===== config.mk =====
export PLATFORM = sky130hd
export DESIGN_NAME = eio_strobe_port
export DESIGN_NICKNAME = d
export VERILOG_FILES = /design/src/core/eio_pkg.sv /design/src/core/eio_strobe_port.sv /design/src/core/eio_timing_count.sv
export SDC_FILE = /design/constraint.sdc
export NUM_CORES = 1
export LEC_CHECK = 0
export ABC_AREA = 1
export BUFFER_PORTS_ARGS = -buffer_cell sky130_fd_sc_hd__buf_2
export CORE_MARGIN = 5
export CORE_UTILIZATION = 40
export CTS_CLUSTER_SIZE = 14
export DETAILED_ROUTE_END_ITERATION = 8
export GPL_TIMING_DRIVEN = 0
export PLACE_DENSITY = 0.7
export RECOVER_POWER = 25
export SETUP_SLACK_MARGIN = 0.15
export SLEW_MARGIN = 30
export SYNTH_ARGS = -nofsm -noshare
export SYNTH_HDL_FRONTEND = slang
export SYNTH_SLANG_ARGS = --single-unit

===== constraint.sdc =====
create_clock -name core_clk_i -period 7.2 [get_ports core_clk_i]
set_input_delay 0 -clock core_clk_i [delete_from_list [all_inputs] [get_ports core_clk_i]]
set_output_delay 0 -clock core_clk_i [all_outputs]
set_load 0.005 [all_outputs]

===== src/core/eio_pkg.sv =====
package eio_pkg;
  // register offsets
  localparam logic [15:0] EIO_LATCH_TIMING_OFS = 16'h2030;
  localparam logic [15:0] EIO_WINDOW_TIMING_OFS = 16'h2034;
  localparam logic [15:0] EIO_LATCH_DATA_OFS = 16'h203e;
  // window decode: offsets 0x2000..0x2fff, low six bits 0x2c / 0x2e
  localparam logic [15:0] EIO_WINDOW_BASE = 16'h2000;
  localparam logic [15:0] EIO_WINDOW_LIMIT = 16'h2fff;
  localparam logic [5:0]  EIO_WINDOW_ZERO_LOW = 6'h2c;
  localparam logic [5:0]  EIO_WINDOW_ONE_LOW = 6'h2e;
  localparam int          EIO_WINDOW_BYTES = 64;
  // field positions
  localparam int EIO_WIDTH_LSB = 0;
  localparam int EIO_SETUP_LSB = 2;
  localparam int EIO_HOLD_LSB = 8;
  localparam int EIO_ACCESS_LSB = 11;
  // reset values
  localparam logic [31:0] EIO_TIMING_RESET = 32'h0000_0000;
  localparam logic [15:0] EIO_LATCH_DATA_RESET = 16'h0000;
  // width codes
  localparam logic [1:0] EIO_WIDTH_OFF = 2'h0;
  localparam logic [1:0] EIO_WIDTH_8 = 2'h1;
  localparam logic [1:0] EIO_WIDTH_16 = 2'h2;

  typedef enum logic [2:0] {
    EIO_IDLE   = 3'b000,
    EIO_SETUP  = 3'b001,
    EIO_ACCESS = 3'b010,
    EIO_HOLD   = 3'b011,
    EIO_DONE   = 3'b100
  } eio_state_t;
endpackage


===== src/core/eio_strobe_port.sv =====
`timescale 1ns/100ps
module eio_strobe_port (
  input  wire logic        core_clk_i,
  input  wire logic        sys_rst_i,
  input  wire logic        req_i,
  input  wire logic        req_write_i,
  input  wire logic [15:0] req_addr_i,
  input  wire logic [15:0] req_wdata_i,
  output logic             ack_o,
  output logic      [15:0] rdata_o,
  input  wire logic        cs_zero_gpio_i,
  input  wire logic        cs_one_gpio_i,
  input  wire logic        emulation_mode_i,
  output logic             emulation_strobe_o,
  output logic             ext_chip_select_zero_n_o,
  output logic             ext_chip_select_one_n_o,
  output logic             output_enable_n_o,
  output logic             latch_write_strobe_n_o,
  output logic      [15:0] ext_addr_o,
  output logic      [15:0] ext_data_o,
  output logic             ext_data_oe_n_o,
  input  wire logic [15:0] ext_data_i
);
  import eio_pkg::*;

  // ----------------------------------------
  // registers and decode
  // ----------------------------------------
  logic [31:0] latch_port_timing_ctrl;
  logic [31:0] chip_window_timing_ctrl;
  logic [15:0] latch_port_data;
  logic [15:0] ext_read_data;
  eio_state_t  state;
  logic [3:0]  count;
  logic        cur_is_port;
  logic        cur_is_one;
  logic        cur_write;
  logic        cur_wide;
  logic [31:0] cur_timing;
  logic [3:0]  setup_cnt;
  logic [3:0]  hold_cnt;
  logic [3:0]  access_cnt;
  logic        hit_port;
  logic        hit_win;
  logic        hit_one;
  logic        in_space;
  logic        win_enabled;
  logic [1:0]  win_width;
  logic [1:0]  port_width;
  logic        start;
  logic [31:0] next_timing;

  assign in_space = (req_addr_i >= EIO_WINDOW_BASE) && (req_addr_i <= EIO_WINDOW_LIMIT);
  assign next_timing = hit_port ? latch_port_timing_ctrl : chip_window_timing_ctrl;
  assign hit_port = req_addr_i == EIO_LATCH_DATA_OFS;
  assign hit_win = in_space && ((req_addr_i[5:0] == EIO_WINDOW_ZERO_LOW)
                   || (req_addr_i[5:0] == EIO_WINDOW_ONE_LOW));
  assign hit_one = req_addr_i[5:0] == EIO_WINDOW_ONE_LOW;
  assign win_width = chip_window_timing_ctrl[EIO_WIDTH_LSB +: 2];
  assign port_width = latch_port_timing_ctrl[EIO_WIDTH_LSB +: 2];
  // unused code 11 treated as disabled
  assign win_enabled = ((win_width == EIO_WIDTH_8) || (win_width == EIO_WIDTH_16))
                       && !(hit_one ? cs_one_gpio_i : cs_zero_gpio_i);
  // no new request while the answer of the previous one still stands
  assign start = req_i && (state == EIO_IDLE) && !ack_o
                 && ((hit_win && win_enabled)
                 || (hit_port && req_write_i && ((port_width == EIO_WIDTH_8) || (port_width == EIO_WIDTH_16))));

  // ----------------------------------------
  // timing registers and latch data
  // ----------------------------------------
  always_ff @(posedge core_clk_i or posedge sys_rst_i)
  begin
    if (sys_rst_i)
    begin
      latch_port_timing_ctrl <= EIO_TIMING_RESET;
      chip_window_timing_ctrl <= EIO_TIMING_RESET;
      latch_port_data <= EIO_LATCH_DATA_RESET;
    end
    else if (req_i && req_write_i && (state == EIO_IDLE) && !ack_o)
    begin
      if (req_addr_i == EIO_LATCH_TIMING_OFS)
        latch_port_timing_ctrl <= {18'h0, req_wdata_i[13:8], 3'h0, req_wdata_i[4:0]};
      if (req_addr_i == EIO_WINDOW_TIMING_OFS)
        chip_window_timing_ctrl <= {18'h0, req_wdata_i[13:8], 3'h0, req_wdata_i[4:0]};
      if (hit_port)
        latch_port_data <= req_wdata_i;
    end
  end

  // ----------------------------------------
  // cycle sequencer
  // ----------------------------------------
  eio_timing_count u_count (
    .timing_i     (cur_timing),
    .setup_cnt_o  (setup_cnt),
    .hold_cnt_o   (hold_cnt),
    .access_cnt_o (access_cnt)
  );

  always_ff @(posedge core_clk_i or posedge sys_rst_i)
  begin
    if (sys_rst_i)
    begin
      state <= EIO_IDLE;
      count <= 4'h0;
      cur_is_port <= 1'b0;
      cur_is_one <= 1'b0;
      cur_write <= 1'b0;
      cur_wide <= 1'b0;
      cur_timing <= EIO_TIMING_RESET;
      ext_addr_o <= 16'h0000;
      ext_data_o <= 16'h0000;
    end
    else
    begin
      unique case (state)
        EIO_IDLE:
        begin
          count <= 4'h1;
          if (start)
          begin
            // zero set-up goes straight to the enable phase, or to hold when the access field is zero too
            if (next_timing[EIO_SETUP_LSB +: 3] != 3'h0)
              state <= EIO_SETUP;
            else if (next_timing[EIO_ACCESS_LSB +: 3] != 3'h0)
              state <= EIO_ACCESS;
            else
              state <= EIO_HOLD;
            cur_is_port <= hit_port;
            cur_is_one <= hit_one;
            cur_write <= req_write_i;
            cur_timing <= hit_port ? latch_port_timing_ctrl
                                   : chip_window_timing_ctrl;
            cur_wide <= (hit_port ? port_width : win_width) == EIO_WIDTH_16;
            ext_addr_o <= req_addr_i;
            ext_data_o <= req_wdata_i;
          end
        end
        EIO_SETUP:
          if (count >= setup_cnt)
          begin
            if (access_cnt != 4'h0)
              state <= EIO_ACCESS;
            else if (hold_cnt != 4'h0)
              state <= EIO_HOLD;
            else
              state <= EIO_DONE;
            count <= 4'h1;
          end
          else
            count <= count + 4'h1;
        EIO_ACCESS:
          if (count >= access_cnt)
          begin
            // zero hold releases the select right after the enable
            state <= (hold_cnt != 4'h0) ? EIO_HOLD : EIO_DONE;
            count <= 4'h1;
          end
          else
            count <= count + 4'h1;
        EIO_HOLD:
          if (count >= hold_cnt)
            state <= EIO_DONE;
          else
            count <= count + 4'h1;
        EIO_DONE:
          state <= EIO_IDLE;
        default:
          state <= EIO_IDLE;
      endcase
    end
  end

  // capture read data at the end of the enable phase
  always_ff @(posedge core_clk_i or posedge sys_rst_i)
  begin
    if (sys_rst_i)
      ext_read_data <= 16'h0000;
    else if ((state == EIO_ACCESS) && (count >= access_cnt) && !cur_write)
      ext_read_data <= cur_wide ? ext_data_i : {8'h00, ext_data_i[7:0]};
  end

  // ----------------------------------------
  // cpu answer
  // ----------------------------------------
  always_ff @(posedge core_clk_i or posedge sys_rst_i)
  begin
    if (sys_rst_i)
    begin
      ack_o <= 1'b0;
      rdata_o <= 16'h0000;
    end
    else
    begin
      ack_o <= 1'b0;
      if (state == EIO_DONE)
      begin
        ack_o <= 1'b1;
        rdata_o <= cur_is_port ? latch_port_data : ext_read_data;
      end
      else if (req_i && (state == EIO_IDLE) && !start && !ack_o)
      begin
        ack_o <= 1'b1;
        if (req_addr_i == EIO_LATCH_TIMING_OFS)
          rdata_o <= latch_port_timing_ctrl[15:0];
        else if (req_addr_i == EIO_WINDOW_TIMING_OFS)
          rdata_o <= chip_window_timing_ctrl[15:0];
        else if (hit_port)
          rdata_o <= latch_port_data;
        else
          rdata_o <= 16'h0000;
      end
    end
  end

  // ----------------------------------------
  // pins
  // ----------------------------------------
  logic busy;
  logic oe_phase;

  assign busy = (state == EIO_SETUP) || (state == EIO_ACCESS) || (state == EIO_HOLD);
  assign oe_phase = state == EIO_ACCESS;
  assign ext_chip_select_zero_n_o = !(busy && !cur_is_port && !cur_is_one);
  assign ext_chip_select_one_n_o = !(busy && !cur_is_port && cur_is_one);
  assign output_enable_n_o = !(oe_phase && !cur_is_port && !cur_write);
  assign latch_write_strobe_n_o = !(oe_phase && cur_is_port);
  assign emulation_strobe_o = emulation_mode_i && oe_phase && cur_is_port;
  assign ext_data_oe_n_o = !(busy && cur_write);

  // ----------------------------------------
  // checks
  // ----------------------------------------
  cs_one_hot_a: assert property (@(posedge core_clk_i) disable iff (sys_rst_i)
    !(!ext_chip_select_zero_n_o && !ext_chip_select_one_n_o))
    else $error("both chip selects low");
  oe_inside_cs_a: assert property (@(posedge core_clk_i) disable iff (sys_rst_i)
    !output_enable_n_o |-> (!ext_chip_select_zero_n_o || !ext_chip_select_one_n_o))
    else $error("enable outside chip select");
  strobe_on_write_a: assert property (@(posedge core_clk_i) disable iff (sys_rst_i)
    (req_i && req_write_i && hit_port && start) |-> ##[1:9] !latch_write_strobe_n_o)
    else $error("latch strobe missing");
  disabled_quiet_a: assert property (@(posedge core_clk_i) disable iff (sys_rst_i)
    (req_i && (state == EIO_IDLE) && hit_win && !win_enabled) |=> (state == EIO_IDLE))
    else $error("disabled bank started a cycle");
  gpio_no_cs_a: assert property (@(posedge core_clk_i) disable iff (sys_rst_i)
    ((state == EIO_IDLE) && req_i && hit_win && (hit_one ? cs_one_gpio_i : cs_zero_gpio_i))
    |=> (ext_chip_select_zero_n_o && ext_chip_select_one_n_o))
    else $error("chip select on gpio pin");
  access_done_a: assert property (@(posedge core_clk_i) disable iff (sys_rst_i)
    (state == EIO_SETUP) |-> ##[1:24] ack_o)
    else $error("external cycle never answered");
endmodule


===== src/core/eio_timing_count.sv =====
`timescale 1ns/100ps
// decodes the three timing fields into clock counts
module eio_timing_count (
  input  wire logic [31:0] timing_i,
  output logic      [3:0]  setup_cnt_o,
  output logic      [3:0]  hold_cnt_o,
  output logic      [3:0]  access_cnt_o
);
  import eio_pkg::*;

  logic [2:0] setup_code;
  logic [2:0] hold_code;
  logic [2:0] access_code;

  assign setup_code = timing_i[EIO_SETUP_LSB +: 3];
  assign hold_code = timing_i[EIO_HOLD_LSB +: 3];
  assign access_code = timing_i[EIO_ACCESS_LSB +: 3];

  assign setup_cnt_o = {1'b0, setup_code};
  assign hold_cnt_o = (hold_code < 3'h2) ? 4'h0 : {1'b0, hold_code};
  assign access_cnt_o = (access_code == 3'h0) ? 4'h0 : {1'b0, access_code} + 4'h1;
endmodule


==> After elaboration in Yosys (flattened, before gate mapping) <==
Cells that the tools add are included.
{ "totals": {"reg_bits": 128, "input_bits": 55, "out_inout_bits": 55, "wordCells": 125} }
{ "op_classes": {"add_sub_neg": 2, "order_cmp": 6, "n_eq_ne": 19, "mux": 27, "reduce_logical": 56} }
{ "op_table": {"columns": ["op", "count"], "rows": [
  ["two-way mux 16 bit", 7],
  ["== test 16 x 14 -> 1 bit, second input constant", 3],
  ["logical AND 1 bit", 25],
  ["two-way mux 3 bit", 7],
  [">= comparator 16 x 14 -> 1 bit, second input constant", 1],
  ["less-or-equal comparator 16 x 14 -> 1 bit, second input constant", 1],
  ["two-way mux 4 bit", 4],
  ["case mux 4 bit (4 select lines)", 1],
  ["two-way mux 14 bit", 1],
  ["== test 6 bit, second input constant", 2],
  ["case mux 3 bit (4 select lines)", 1],
  ["nonzero test 4 bit", 3],
  ["logical NOT 1 bit", 11],
  ["AND reduction 2 bit", 5],
  [">= comparator 4 bit", 2],
  ["!= test 2 bit, second input constant", 4],
  ["== test 2 bit, second input constant", 3],
  ["== test 3 x 2 -> 1 bit, second input constant", 2],
  ["logical NOT 3 bit", 2],
  ["logical OR 1 bit", 6],
  ["nonzero test 3 bit", 2],
  ["adder 3 x 1 -> 4 bit, second input constant", 1],
  ["adder 4 x 1 -> 4 bit, second input constant", 1],
  ["== test 2 x 1 -> 1 bit, second input constant", 2],
  ["9 further kinds", 13]
]} }

==> Depth between registers and ports, before layout <==
Gate-level depths: netlist of run 1.
{ "depth": {"depth_word": 12, "ltp_mapped": 14, "depth_no_buf": 14} }

==> Cells and area by module <==
Synthesis of run 1 repeated with hierarchy kept, for this count alone.
{ "unflattened": {"cells_unflattened": 780, "hier_area_um2": 6392.4} }
{ "modules_own_cells": {"columns": ["module", "n_inst", "cells_per_inst", "area_each_um2", "seq_area_each_um2"], "rows": [
  ["eio_strobe_port", 1, 758, 6267.3, 3128.0],
  ["eio_timing_count", 1, 22, 125.1, 0.0]
]} }

==> Least setup slack after synthesis of run 1 <==
No wires, ideal clock.
{ "synth_timing": {"path_kind": "reg2reg", "from": "register cur_timing[11]", "to": "register ext_read_data[1]", "setup_time_ns": 0.126, "arrival_ns": 1.813, "required_ns": 7.074, "slack_ns": 5.261, "path_stages_with_launch": 13, "n_path_buf": 1, "synth_period_minus_slack_ns": 1.939, "cell_sequence": "dfrtp_1 -> inv_1 -> ha_1 -> inv_1 -> ha_1 -> inv_1 -> nor2_1 -> o211ai_1 -> nand3_1 -> nand2_1 -> nor2_4 -> buf_2 -> o21ai_0"} }
{ "synth_via": {"elab_chain_cells": 5, "word_cells_on_any_way": 6, "classes_between": "1 x add/sub; 1 x order compare; 1 x mux; 3 x reduce/logical"} }
{ "synth_lines": {"columns": ["item", "line", "rtl"], "rows": [
  ["start, declared", "eio_strobe_port.sv:39", "logic [31:0] cur_timing;"],
  ["start signal, assigned", "eio_strobe_port.sv:133", "cur_timing <= hit_port ? latch_port_timing_ctrl"],
  ["adder 3 x 1 -> 4 bit / logical NOT 3 bit (equally long branches)", "eio_timing_count.sv:21", "assign access_cnt_o = (access_code == 3'h0) ? 4'h0 : {1'b0, access_code} + 4'h1;"],
  ["two-way mux 4 bit (*)", "eio_timing_count.sv:21", null],
  [">= comparator 4 bit (*)", "eio_strobe_port.sv:180", "else if ((state == EIO_ACCESS) && (count >= access_cnt) && !cur_write)"],
  ["logical AND 1 bit (*) (2 in a row)", "eio_strobe_port.sv:180", null],
  ["end signal, assigned", "eio_strobe_port.sv:181", "ext_read_data <= cur_wide ? ext_data_i : {8'h00, ext_data_i[7:0]};"],
  ["end, declared", "eio_strobe_port.sv:32", "logic [15:0] ext_read_data;"]
]} }
Mark *: on every way between the ends. The rest lies on a longest branch, timed or not.
A chain may end at the register's enable or synchronous reset.

==> Worst setup path after layout of run 1 <==
{ "layout_timing": {"from": "register cur_timing[11]", "to": "register ext_read_data[10]"} }
The elaborated chain is that of the path after synthesis.

==> results.md, run 1 <==
- Worst slew margin relative to its limit: -18.6%
- Starting density of the core: 40.6%
- Buffers on Ports: around 110
- Fmax achieved: between 400 and 500 MHz
- Buf/Inv on CP: 4
- Critical path required time: 7.53 ns
- Layout area overhead: 29.9%
- Layout cells sized above 1: around a fifth
- Total track usage: 20.2%
- FF-to-FF Start: cur_timing[11]
- Area share of the largest cell type after synthesis: 50.0%
- Power per cell area: 221 nW/um2
- Finish-stage setup viols: 0
- Clk_skew: ~0.0074 ns
- Yosys top cell by area: dfrtp_1
- PostCTS Resize Cnt: 0
- Final min period: 2.25 ns
- Top cell family by delay on the critical path: simple AND/OR/NAND/NOR gates
- Via density: 4.97
- Finished Cell Area: 7990 um2
- Syn_nets: 835
- Antenna violations before repair: 0
- Top cells by count, synth: nand2_1 (241), dfrtp_1 (123), inv_1 (87), o21ai_0 (58), o21ai_1 (55)
- Max Slew Vio Count: 38
- Top_reg_cell synth: dfrtp_1
- Avg Cell Area, Syn: between 8 and 9 um2
- Final core utilization: 52.8%
- Number of library cell types mapped by synthesis: 37
- Outcome: finished with violations
- Vias in the first global route: 5,602
- N_diodes: 0
- Post-CTS Setup Inserts: 0
- Synth area leaders: dfrtp_1 (50%), nand2_1 (15%), inv_1 (5.3%)
- CP Cell Sequence: inv_1, ha_1, inv_1, ha_1, inv_1, nor2_1, o211ai_1, nand3_1, nand2_1, nor2_4, buf_4, nand3_1, o21ai_1
- Sequential share of the synthesized area: 50.0%
- Hold Startpoint: req_i
- Worst-Margin Slew: 1.77 ns
- Seq cells post-synth: 123
- Hold slack: about 0.029 ns
- Crit path top cell by count: inv_1
- Ys async rst share: 100%
- Wire per inst: 15.4 um
- DRT Wirelength: 17,500 um
- Die width: 134 um
- DRT iter0 DRCs: 412
- Ports: 110
- Final GP Congestion: 0.952
- Crit Reg-Reg Endpoint: ext_read_data[10]
- DRT Pass-1 Iters: 6
- Count leader, synth: nand2_1
- Worst Path Max Fanout: 10
- Failing checks: max-capacitance violations, max-slew violations
- Hold Violations, Final: 0
- Post-synth EDFFs: 0
- WHS Path Cells: 4
- Remaining Overflow, GRT: 0
- Total number of vias: 5,668
- Synth warn: 0
- Setup WS post-layout: roughly 4.9 ns
- Final ANT Viol Nets: 0
- R2R Setup Slk: 4.95 ns
- CTS Buf Count: 17
- CP peak stage delay: around 0.38 ns
- Skew-Pair Late Insertion Delay: between 0.4 and 0.5 ns
- Pin count of the biggest net entering global routing: 87
- Global-route wire length before repair: between 20,000 and 30,000 um
- Period Utilization, post-route: 31.3%
- Critical path launch point type: flop
- Number of remaining DRC errors: 0
- Nets@finish: 1,008
- DP Worst Slack: 4.96 ns
- Max-cap violations: 1
- Core Area: approximately 15,000 um2
- CTS clk-pin slew, worst paths: 0.05 ns
- Syn Inst Count: 767
- Reg2Reg Depth: 13
- Synthesized cell area: 6150 um2
- Hold EP: rdata_o[14]
- Critical Path AT: 2.58 ns
- Hold WC Path Type: input pin to flop
- P_leak: about 4.2 nW
- Crit path kind: flop to flop
- Max VDD drop: 0.145 mV
- RSZ-0062 raised after global routing: no
- Die Area: 18,000 um2
- CTS tree: done
- Deepest clock path buffer count: 2
- Critical Path Sink Type: flop
- Die Y: ~130 um
- Total power: 1.76 mW
- H-tree Lvls: 4
- Sum of negative setup slack: 0 ns
- Dpl cells: 1,065
- FP Rows: 45
- DP Wirelength: ~13,000 um
- Clock tree sinks: 123
- Crit-path slowest cell: dfrtp_1
- Cell Count, Final, Fillers Out: 1,141
- Root Driver: clkbuf_16
- Placed instance area: 6970 um2
[timing repair]
action	CTS	global route
setup endpoints to repair	0	0
hold endpoints to repair	204	0
hold buffers	44	0
[worst max path at each step]
| stage | to | slack (ns) | depth (start not counted) | startpoint |
|---|---|---|---|---|
| final | ext_read_data[10] | 4.95 | 13 | cur_timing[11] |
| after global routing | ext_read_data[10] | 4.70 | 13 | cur_timing[11] |
| after CTS | ext_read_data[10] | 4.93 | 13 | cur_timing[11] |
| after detailed placement | ext_read_data[10] | 4.96 | 13 | cur_timing[11] |
| after global placement | rdata_o[7] | 2.46 | 2 | sys_rst_i |
| after floorplan | ack_o | 3.93 | 1 | sys_rst_i |
[sequential cells by signal, summed over array words and instances, names as in the netlist, 3 cells and up]
signal                   cells
ext_data_o                  16
count                        4
chip_window_timing_ctrl     11
latch_port_data             16
rdata_o                     16
state                        3
ext_addr_o                  16
cur_timing                   9
latch_port_timing_ctrl      11
ext_read_data               16
[power breakdown]
| group | internal, mW | switching (mW) |
|---|---|---|
| clock | 0.554 | 0.293 |
| sequential | 0.713 | 0.0108 |
| combinational | 0.0724 | 0.120 |
| total | 1.34 | 0.424 |
[cells by family (layout without fill, tap and decap cells)]
family,count (synthesis),count (layout),synth area share [%]
buffers and inverters,123,309,8.70
muxes,4,4,0.651
AOI/OAI and AO/OA,140,140,12.1
and+or+nand+nor,361,361,25.4
xor gates and xnor gates,3,3,0.427
adders and majority gates,13,13,2.64
DFF,123,123,50.0
[worst register-to-register path: stages (launching register included)]
cell and delay [ns]:
dfrtp_1 0.38, inv_1 0.07, ha_1 0.30, inv_1 0.05, ha_1 0.28, inv_1 0.04
nor2_1 0.08, o211ai_1 0.08, nand3_1 0.11, nand2_1 0.11, nor2_4 0.25, buf_4 0.22
nand3_1 0.07, o21ai_1 0.12
[routing by layer]
layer | vias up | global-route usage, % | part of all wire, % | wire (um)
met1 | 2673 | 26.2 | 45 | 7860
met5 | - | 0 | 0 | 0
met2 | 179 | 33.0 | 46 | 8110
met4 | 0 | 7.58 | 2.3 | 404
met3 | 32 | 4.76 | 6.6 | 1150
li1 | 2784 | - | - | -
[cell usage in the layout (no fill, tap or decap), types with 2 or more instances in the layout]
cell             n
clkinv_2         3
a21oi_1          9
clkbuf_1        15
ha_1            13
a21boi_0         2
or2_2            4
nor2_1          47
buf_6            6
buf_2          116
dfrtp_1        123
nand4_1          2
dlygate4sd3_1   44
o21ai_1         55
o31ai_1          5
nand2_4          3
nand2_1        241
xor2_1           2
nor2_2           3
nor3_1           4
nand3_1         41
inv_1           86
nand2_2          5
clkbuf_16       17
mux2i_1          4
o211ai_1         7
nor2_4           4
nand3b_1         3
o21ai_0         58
clkbuf_8         5
buf_4            4
inv_2            7
bufinv_16        2
[final cells by class]
class,instances,area (um2)
Fill cell,1411,7150
Sequential cell,123,3080
Multi-Input combinational cell,521,2540
Timing Repair Buffer,154,1010
Clock buffer,26,509
Inverter,94,354
Tap cell,188,235
Buffer,29,183
Clock inverter,6,83.8
No activity file was read; power rests on OpenSTA's default activity.
==> run 2: changes to the inputs <==
--- a/config.mk
+++ b/config.mk
@@ -12,7 +12,7 @@
 export CTS_CLUSTER_SIZE = 14
 export DETAILED_ROUTE_END_ITERATION = 8
 export GPL_TIMING_DRIVEN = 0
-export PLACE_DENSITY = 0.7
+export PLACE_DENSITY = 0.73
 export RECOVER_POWER = 25
 export SETUP_SLACK_MARGIN = 0.15
 export SLEW_MARGIN = 30
==> constraint.sdc (replaced) <==
create_clock -name core_clk_i -period 1.8 [get_ports core_clk_i]
set_input_delay 0 -clock core_clk_i [delete_from_list [all_inputs] [get_ports core_clk_i]]
set_output_delay 0 -clock core_clk_i [all_outputs]
set_load 0.005 [all_outputs]
==> run 2 against run 1 <==
The run ends with negative setup slack left. Cell count up 2.9%. Hold slack better by 0.026 ns. Total power rose to 4.2 times the previous value. Largest cell class unchanged. Highest routed layer unchanged. Clock power rose to 4.0 times the previous value. Final area increased by 9.2%. Combinational power increased to 5.6 times the previous value.
==> results.md, run 2 (synthesized netlist as in run 1, its figures left out) <==
- Outcome: finished with violations
- Failing checks: negative setup slack
- Total number of vias: 5,939
- Layout area overhead: 41.8%
- Hold WC Path Type: input pin to flop
- DRT Pass-1 Iters: 5
- Final GP Congestion: 0.962
- Vias in the first global route: approximately 5,700
- CTS clk-pin slew, worst paths: 0.06 ns
- Number of remaining DRC errors: 0
- Critical path required time: around 2.1 ns
- Most common cell after layout, fill and taps aside: nand2_1
- Max VDD drop: 0.605 mV
- Total power: 7.41 mW
- Fmax achieved: 467 MHz
- DP Worst Slack: -0.464 ns
- Skew-Pair Late Insertion Delay: 0.43 ns
- Core Area: 15,100 um2
- Most frequent cells in the layout: nand2_1 (213), dfrtp_1 (119), buf_2 (112), inv_1 (77), o21ai_1 (76)
- Worst-Margin Slew: ~0.77 ns
- Die Area: 18,000 um2
- Remaining Overflow, GRT: 0
- Clock tree sinks: 123
- Ports: 110
- Pin count of the biggest net entering global routing: 32
- DRT Wirelength: 19,600 um
- Sum of negative setup slack: -6.47 ns
- Nets@finish: 1,041
- Max-cap violations: 0
- N_diodes: 0
- Setup WS post-layout: -0.341 ns
- Finish-stage setup viols: 23
- Global-route wire length before repair: 29,900 um
- Wire per inst: about 17 um
- Via density: 5.06
- Critical Path Sink Type: flop
- Critical Path AT: roughly 2.5 ns
- Period Utilization, post-route: 119%
- Buffers on Ports: 109
- Die width: 134 um
- Die Y: 134 um
- Critical path launch point type: flop
- Total track usage: 21.3%
- Final min period: 2.14 ns
- Antenna violations before repair: 0
- Worst slew margin relative to its limit: between 40 and 50%
- H-tree Lvls: 4
- DP Wirelength: 13,300 um
- Deepest clock path buffer count: 2
- Max Slew Vio Count: 0
- Root Driver: clkbuf_16
- RSZ-0062 raised after global routing: yes
- FP Rows: 45
- Crit path kind: flop to flop
- P_leak: 4.48 nW
- DRT iter0 DRCs: 529
- Hold Violations, Final: 0
- Clk_skew: 0.00656 ns
- Starting density of the core: 40.6%
- Worst Path Max Fanout: 6
- CTS tree: done
- Layout cells sized above 1: 30.5%
- Power per cell area: 849 nW/um2
- Final ANT Viol Nets: 0
- CTS Buf Count: 17
[run 2: cell types whose count changed in the layout (fill, tap and decap cells not counted), moves of 8 or more]
cell	previous run	this run
nand2_1	241	213
o21ai_0	58	33
nand2_2	5	29
o21ai_1	55	76
buf_4	4	22
clkbuf_1	15	3
buf_6	6	16
inv_1	86	77
nand3_1	41	33
nor2_1	47	39
[run 2: final cells by class]
class,instances,area [um2]
timing repair buffer,187,1360
multi-input combinational,521,2800
fill,1289,6420
sequential,123,3080
inverter,94,372
clock inverter,14,160
buffer,29,294
clock buffer,18,429
tap,188,235
[run 2: worst paths after layout]
path | start | slack (ns) | depth (start not counted) | to
min in group asynchronous | sys_rst_i | 0.11 | 3 | ext_data_o[13]
max | cur_timing[11] | -0.34 | 14 | ext_read_data[10]
min | req_addr_i[2] | 0.05 | 5 | cur_is_one
min reg2reg | ext_addr_o[0] | 0.46 | 2 | ext_addr_o[0]
max reg2reg | cur_timing[11] | -0.34 | 14 | ext_read_data[10]
max in group asynchronous | sys_rst_i | 0.54 | 5 | rdata_o[10]
[run 2: repair_timing]
action                                  4_1_cts  5_1_grt
hold endpoints to repair                    174        1
buffers inserted                              8       15
gates resized for setup                      40      126
pin swaps                                    11       25
hold buffers                                 44        1
gates cloned                                  1        5
endpoints found under the setup margin       80      109
[run 2: power breakdown]
| part | switching (mW) | total (mW) | internal [mW] |
|---|---|---|---|
| registers | 0.0550 | 2.91 | 2.85 |
| logic | 0.623 | 1.08 | 0.458 |
| clock network | 1.36 | 3.42 | 2.06 |
[run 2: per-layer routing]
layer | share of wire (%) | track usage [%] | vias up
met4 | 2.0 | 7.69 | 0
li1 | - | - | 2866
met5 | 0 | 0 | -
met1 | 44 | 28.9 | 2825
met3 | 5.1 | 4.46 | 37
met2 | 49 | 33.9 | 211
[run 2: critical path: stages, from the launching register on]
cell      delay [ns]
dfrtp_1         0.42
inv_2           0.08
ha_4            0.28
inv_4           0.03
ha_4            0.20
inv_2           0.05
nor2_2          0.03
o211ai_1        0.19
nand3_2         0.14
nand2_2         0.12
nor2_4          0.04
buf_12          0.15
buf_8           0.14
nand3_4         0.07
o21ai_2         0.08
[run 2: stage by stage]
stage                     utilization (%)  instances  instance area, um2  hold WS (ns)
after floorplan                         -        767                6170        0.0707
after global placement               45.9       1064                6950         0.205
after detailed placement             46.4       1068                7030       0.00174
after CTS                            54.4       1153                8240        0.0124
after global routing                 57.6       1174                8720        0.0785
final                                57.6       1174                8720        0.0549
